### src/lvs_pkg.sv
// Package: register map and field layout of the LED voltage sample registers
package lvs_pkg;
	localparam int unsigned ADDR_W = 5;
	localparam int unsigned DATA_W = 9;
	localparam int unsigned SMP_W = 8;
	localparam logic [4:0] ADDR_CH1_NEWEST = 5'h0a;
	localparam logic [4:0] ADDR_CH1_ON = 5'h0b;
	localparam logic [4:0] ADDR_CH1_OFF = 5'h0c;
	localparam logic [4:0] ADDR_CH2_NEWEST = 5'h0d;
	localparam logic [4:0] ADDR_CH2_ON = 5'h0e;
	localparam logic [4:0] ADDR_CH2_OFF = 5'h0f;
	localparam logic [4:0] ADDR_SOFT_RESET = 5'h10;
	localparam int unsigned DIM_BIT = 8;
	localparam logic [8:0] SOFT_RESET_KEY = 9'h0c3;
	localparam logic [8:0] SAMPLE_RESET = 9'h000;
	localparam logic [8:0] READ_ZERO = 9'h000;
endpackage : lvs_pkg

### src/lvs_sample_regs.sv
// LED voltage sample registers for two channels, with soft-reset key register
// Behaviour
// [RL1] Channel 1 on-phase register keeps the newest sample seen before each falling dim edge.
// [RL2] Channel 1 off-phase register keeps the newest sample seen before each rising dim edge.
// [RL3] Channel 2 newest register holds the latest conversion and the dim level at its start.
// [RL4] Channel 2 on-phase register keeps the newest sample seen before each falling dim edge.
// [RL5] Channel 2 off-phase register keeps the newest sample seen before each rising dim edge.
// [RL6] Bit 8 of the four edge registers reads zero and all sample registers clear on reset.
// [RL7] Writing the key to the soft-reset register resets writable registers, other values not.
// [RL8] The soft-reset register always reads back zero.
// [RL9] Channel 1 newest register holds the latest conversion and the dim level at its start.
// [RL10] Host writes to sample registers are ignored.
// [RL11] On a dim edge the newest sample from just before the edge is copied that same cycle.
`timescale 1ns/100ps
module lvs_sample_regs (
	input wire logic i_core_clk,
	input wire logic i_srst,
	input wire logic [1:0] i_dim_input,
	input wire logic [1:0] i_conv_start,
	input wire logic [1:0] i_conv_done,
	input wire logic [lvs_pkg::SMP_W-1:0] i_conv_data_ch1,
	input wire logic [lvs_pkg::SMP_W-1:0] i_conv_data_ch2,
	input wire logic i_reg_wr,
	input wire logic i_reg_rd,
	input wire logic [lvs_pkg::ADDR_W-1:0] i_reg_addr,
	input wire logic [lvs_pkg::DATA_W-1:0] i_reg_wdata,
	output logic [lvs_pkg::DATA_W-1:0] o_reg_rdata,
	output logic o_reg_rvalid,
	output logic o_soft_reset
);
	import lvs_pkg::*;

	logic [1:0] dim_meta_r;
	logic [1:0] dim_sync_r;
	logic [1:0] dim_prev_r;
	logic [1:0] dim_at_start_r;
	logic [SMP_W-1:0] newest_r [2];
	logic [1:0] newest_dim_r;
	logic [SMP_W-1:0] on_phase_r [2];
	logic [SMP_W-1:0] off_phase_r [2];
	logic soft_reset_hit;
	logic [DATA_W-1:0] rdata_nxt;

	// Writes to any sample address fall through here and are dropped
	assign soft_reset_hit = i_reg_wr && (i_reg_addr == ADDR_SOFT_RESET)
		&& (i_reg_wdata == SOFT_RESET_KEY); // [RL7] [RL10]

	// Dim pins are asynchronous to the core clock
	always_ff @(posedge i_core_clk) begin
		if (i_srst) begin
			dim_meta_r <= 2'h0;
			dim_sync_r <= 2'h0;
			dim_prev_r <= 2'h0;
		end else begin
			dim_meta_r <= i_dim_input;
			dim_sync_r <= dim_meta_r;
			dim_prev_r <= dim_sync_r;
		end
	end

	genvar ch;
	generate
		for (ch = 0; ch < 2; ch++) begin : g_ch
			logic [SMP_W-1:0] conv_data;
			assign conv_data = (ch == 0) ? i_conv_data_ch1 : i_conv_data_ch2;

			always_ff @(posedge i_core_clk) begin
				if (i_srst) begin
					dim_at_start_r[ch] <= 1'b0;
				end else if (i_conv_start[ch]) begin
					dim_at_start_r[ch] <= dim_sync_r[ch]; // [RL3] [RL9]
				end
			end

			// Free running, not tied to dim edges
			always_ff @(posedge i_core_clk) begin
				if (i_srst) begin
					newest_r[ch] <= SAMPLE_RESET[SMP_W-1:0]; // [RL6]
					newest_dim_r[ch] <= 1'b0;
				end else if (i_conv_done[ch]) begin
					newest_r[ch] <= conv_data; // [RL3] [RL9]
					newest_dim_r[ch] <= i_conv_start[ch] ? dim_sync_r[ch] : dim_at_start_r[ch];
				end
			end

			// Old newest_r value is taken, so a conversion finishing on the edge cycle is not used
			always_ff @(posedge i_core_clk) begin
				if (i_srst) begin
					on_phase_r[ch] <= SAMPLE_RESET[SMP_W-1:0]; // [RL6]
					off_phase_r[ch] <= SAMPLE_RESET[SMP_W-1:0];
				end else begin
					if (dim_prev_r[ch] && !dim_sync_r[ch]) begin
						on_phase_r[ch] <= newest_r[ch]; // [RL1] [RL4] [RL11]
					end
					if (!dim_prev_r[ch] && dim_sync_r[ch]) begin
						off_phase_r[ch] <= newest_r[ch]; // [RL2] [RL5] [RL11]
					end
				end
			end
		end
	endgenerate

	always_comb begin
		case (i_reg_addr)
			ADDR_CH1_NEWEST: rdata_nxt = {newest_dim_r[0], newest_r[0]}; // [RL9]
			ADDR_CH1_ON: rdata_nxt = {1'b0, on_phase_r[0]}; // [RL6]
			ADDR_CH1_OFF: rdata_nxt = {1'b0, off_phase_r[0]};
			ADDR_CH2_NEWEST: rdata_nxt = {newest_dim_r[1], newest_r[1]}; // [RL3]
			ADDR_CH2_ON: rdata_nxt = {1'b0, on_phase_r[1]};
			ADDR_CH2_OFF: rdata_nxt = {1'b0, off_phase_r[1]};
			ADDR_SOFT_RESET: rdata_nxt = READ_ZERO; // [RL8]
			default: rdata_nxt = READ_ZERO;
		endcase
	end

	always_ff @(posedge i_core_clk) begin
		if (i_srst) begin
			o_reg_rdata <= READ_ZERO;
			o_reg_rvalid <= 1'b0;
		end else begin
			o_reg_rdata <= i_reg_rd ? rdata_nxt : READ_ZERO;
			o_reg_rvalid <= i_reg_rd;
		end
	end

	// Pulse to the writable registers elsewhere in the device
	always_ff @(posedge i_core_clk) begin
		if (i_srst) begin
			o_soft_reset <= 1'b0;
		end else begin
			o_soft_reset <= soft_reset_hit; // [RL7]
		end
	end
endmodule : lvs_sample_regs

### config.mk
export PLATFORM = sky130hd
export DESIGN_NAME = lvs_sample_regs
export DESIGN_NICKNAME = d
export VERILOG_FILES = /design/src/lvs_pkg.sv /design/src/lvs_sample_regs.sv
export SDC_FILE = /design/constraint.sdc
export NUM_CORES = 1
export LEC_CHECK = 0
export ABC_AREA = 1
export BUFFER_PORTS_ARGS = -buffer_cell sky130_fd_sc_hd__buf_2
export CELL_PAD_IN_SITES_DETAIL_PLACEMENT = 1
export CELL_PAD_IN_SITES_GLOBAL_PLACEMENT = 1
export CORE_ASPECT_RATIO = 1.2
export CORE_UTILIZATION = 42
export CTS_CLUSTER_SIZE = 12
export DETAILED_ROUTE_END_ITERATION = 10
export GPL_TIMING_DRIVEN = 0
export HOLD_SLACK_MARGIN = 0.06
export MAX_ROUTING_LAYER = met4
export PLACE_DENSITY = 0.84
export SYNTH_ARGS = -nofsm -noshare
export SYNTH_HDL_FRONTEND = slang
export SYNTH_SLANG_ARGS = --single-unit
### constraint.sdc
create_clock -name i_core_clk -period 1.7 [get_ports i_core_clk]
set_clock_uncertainty 0.1 [all_clocks]
set_input_delay 0.17 -clock i_core_clk [delete_from_list [all_inputs] [get_ports i_core_clk]]
set_output_delay 0.17 -clock i_core_clk [all_outputs]
set_load 0.01 [all_outputs]
==> results.sh <==
export IMPL_status="complete, no violations"
export IMPL_synth_avg_cell_area_um2=9.37
export IMPL_crit_arrival_ns=1.81
export IMPL_clk_pin_slew_ns=0.07
export IMPL_chipWidth_um=78.9
export IMPL_yosysWarnings=0
export IMPL_grt_pass1_wl_mm=12.6
export IMPL_grt_pass1_vias=2678
export IMPL_start_util_pct=43.5
export IMPL_grt_use_total_pct=24.0
export IMPL_rsz0062_at_grt="no"
export IMPL_dp_final_hpwl_mm=5.36
export IMPL_p_sw_w=0.000817
export IMPL_diodes=0
export IMPL_drive_gt1_share_pct=19.0
export IMPL_slowest_delay_ns=0.54
export IMPL_first_pass_iters=4
export IMPL_crit_required_ns=1.86
export IMPL_via_per_inst=4.89
export IMPL_synthCells=318
export IMPL_routedWlPerCell_um=15.6
export IMPL_min_period_ns=1.65
export IMPL_timing_fmax_ghz=0.606
export IMPL_port_buffers=49
export IMPL_crit_type="primary input to register"
export IMPL_drc=0
export IMPL_clockBufferDepth=2
export IMPL_crit_family="buffers and inverters"
export IMPL_ir_worst_vdd_uv=518
export IMPL_syn2layout_area_growth_pct=28.4
export IMPL_initialDrtViolationCount=171
export IMPL_ys_types=24
export IMPL_fin_nets=451
export IMPL_place_area_um2=3330
export IMPL_cp_max_fo=10
export IMPL_num_rows=33
export IMPL_routed_wl_mm=7.86
export IMPL_leakage_nw=1.69
export IMPL_clkSinkCount=69
export IMPL_h_tree_depth=3
export IMPL_finalMaxSlewViolations=0
export IMPL_detail_route_antenna_nets=0
export IMPL_crit_chain="dlygate4sd3_1 -> buf_2 -> inv_2 -> buf_6 -> nand3_4 -> nor2_4 -> nand2_1 -> and2_1 -> a21oi_1"
export IMPL_maxCapViolCount=0
export IMPL_comb_power_share_pct=9.4
export IMPL_min_path_type="primary input to register"
export IMPL_hold_slack_ns=0.0915
export IMPL_power_density_nw_per_um2=878
export IMPL_finalSetupTns_ns=0
export IMPL_mappedNetlistArea_um2=2980
export IMPL_die_h_um=94.3
export IMPL_grt_overflow=0
export IMPL_fin_area_um2=3830
export IMPL_core_um2=6850
export IMPL_antenna_found_initial=0
export IMPL_finalSetupViolCount=0
export IMPL_root_buffer="clkbuf_8"
export IMPL_tightest_slew_ns=0.788
export IMPL_power_frac_seq_pct=57.3
export IMPL_crit_buf_inv=4
export IMPL_ys_seq_elements=69
export IMPL_total_power_w=0.00336
export IMPL_clkPwrFrac_pct=33.3
export IMPL_yosysSeqAreaShare_pct=62.5
export IMPL_num_vias=2462
export IMPL_endpoint_kind="register"
export IMPL_syn_num_nets=358
export IMPL_dieArea_um2=7440
export IMPL_internal_power_w=0.00254
export IMPL_io_pin_count=51
export IMPL_clkLatencyLatePin_ns=0.35
export IMPL_crit_slowest_cell="dlygate4sd3_1"
export IMPL_routabilityCongestion=0.778
export IMPL_max_slew_margin_rel_pct=47.1
export IMPL_start_kind="primary input"
export IMPL_cts_tree="yes"
export IMPL_swShare_pct=24.3
export IMPL_hold_viol=0
export IMPL_grt_max_degree=12
export IMPL_period_share_pct=97.1
export IMPL_cts_setup_buffers=0
export IMPL_cts_inserted_buffers=9
==> metal layers <==
metal / track usage (%) / routed length (µm)
met5: - / 0
met4: 11.5 / 219
met3: 5.05 / 254
met2: 43.6 / 4240
met1: 24.6 / 3140
==> sequential cells by signal, indices dropped and copies added (netlist names) <==
register	cells
dim_sync_r	2
o_reg_rvalid	1
dim_prev_r	2
newest_r	16
on_phase_r	16
o_soft_reset	1
newest_dim_r	2
dim_meta_r	2
off_phase_r	16
dim_at_start_r	2
o_reg_rdata	9
==> cell type report <==
type                       instances  area [µm²]
clock buffer                      13         139
timing repair buffer              82         576
tap                               87         109
multi-input combinational        188         871
buffer                             5        45.0
inverter                          56         210
sequential                        69        1860
clock inverter                     3        15.0
fill                             816        3030
==> power groups by stage <==
stage | clock, W | sequential, W | combinational, W
2_1_floorplan | 0 | 0.00195 | 0.000145
6_report | 0.00112 | 0.00192 | 0.000317
5_1_grt | 0.00119 | 0.00193 | 0.000352
3_3_place_gp | 0 | 0.00196 | 0.000236
3_5_place_dp | 0 | 0.00196 | 0.000250
4_1_cts | 0.00113 | 0.00192 | 0.000310
==> cell families after synthesis <==
logic type / after synthesis / share of synthesized area, %
buffers and inverters: 61 / 8.56
flip-flops: 69 / 62.5
AND/OR/NAND/NOR: 171 / 26.0
AO/OA/AOI/OAI: 17 / 2.94
==> placed cells by master, fill, tap and decap left out <==
cell and n:
dlygate4sd3_1 33, nor3_1 5, clkinv_2 3, nand3_1 41, buf_6 3, a21oi_1 9
o21ai_1 4, inv_2 3, nor2_1 76, nand2_2 2, nor2_4 5, nand2_4 1
nor4b_1 1, nand2_1 33, clkinv_1 1, and2_1 3, dfxtp_1 21, edfxtp_1 48
o22ai_1 2, o21ai_0 2, buf_2 49, inv_1 52, nand3_4 1, or2_2 2
clkbuf_8 9, nor4_1 1, buf_4 1, clkbuf_1 5
==> cells in the mapped netlist (all sizes together) <==
cell / instances / area share, %
and2: 3 / 0.63
nor2: 81 / 11
o22ai: 2 / 0.42
clkbuf: 1 / 0.13
a21oi: 9 / 1.5
inv: 55 / 6.9
nor3: 5 / 0.84
nor4b: 1 / 0.29
clkinv: 1 / 0.13
buf: 4 / 1.4
dfxtp: 21 / 14
nand3: 42 / 7.5
nor4: 1 / 0.21
edfxtp: 48 / 48
nand2: 36 / 4.9
or2: 2 / 0.42
o21ai: 6 / 1.0
==> path summary, 6_finish.rpt <==
path,start,end,slack [ns],depth (start not counted)
max,i_reg_addr[4],o_reg_rdata[6]$_SDFF_PP0_,0.05,9
min reg2reg,dim_meta_r[0]$_SDFF_PP0_,dim_sync_r[0]$_SDFF_PP0_,0.31,2
max reg2reg,dim_sync_r[1]$_SDFF_PP0_,off_phase_r[1][1]$_SDFFCE_PN0P_,0.17,2
min,i_reg_wdata[1],o_soft_reset$_SDFF_PP0_,0.09,4
==> worst reg2reg max path, cell delays in order, from the launching register on <==
cell and delay (ns):
dfxtp_1 0.34, inv_1 0.09, o21ai_1 0.63
==> stage by stage <==
step | util (%) | worst slack (ns) | std cells
CTS | 55.7 | 0.0711 | 503
floorplan | - | 0.225 | 318
global route | 55.8 | 0.00232 | 503
finish | 55.8 | 0.0496 | 503
detailed placement | 48.6 | -0.172 | 454
global placement | 48.6 | -0.103 | 454
==> what timing repair did <==
item                                    in CTS  in global routing
cloned                                       0                  0
resized for setup                            4                  3
hold buffers                                33                  0
endpoints found under the hold margin       22                  0
endpoints found under the setup margin      32                  5
Note: power is estimated with default switching activity, not from simulation.
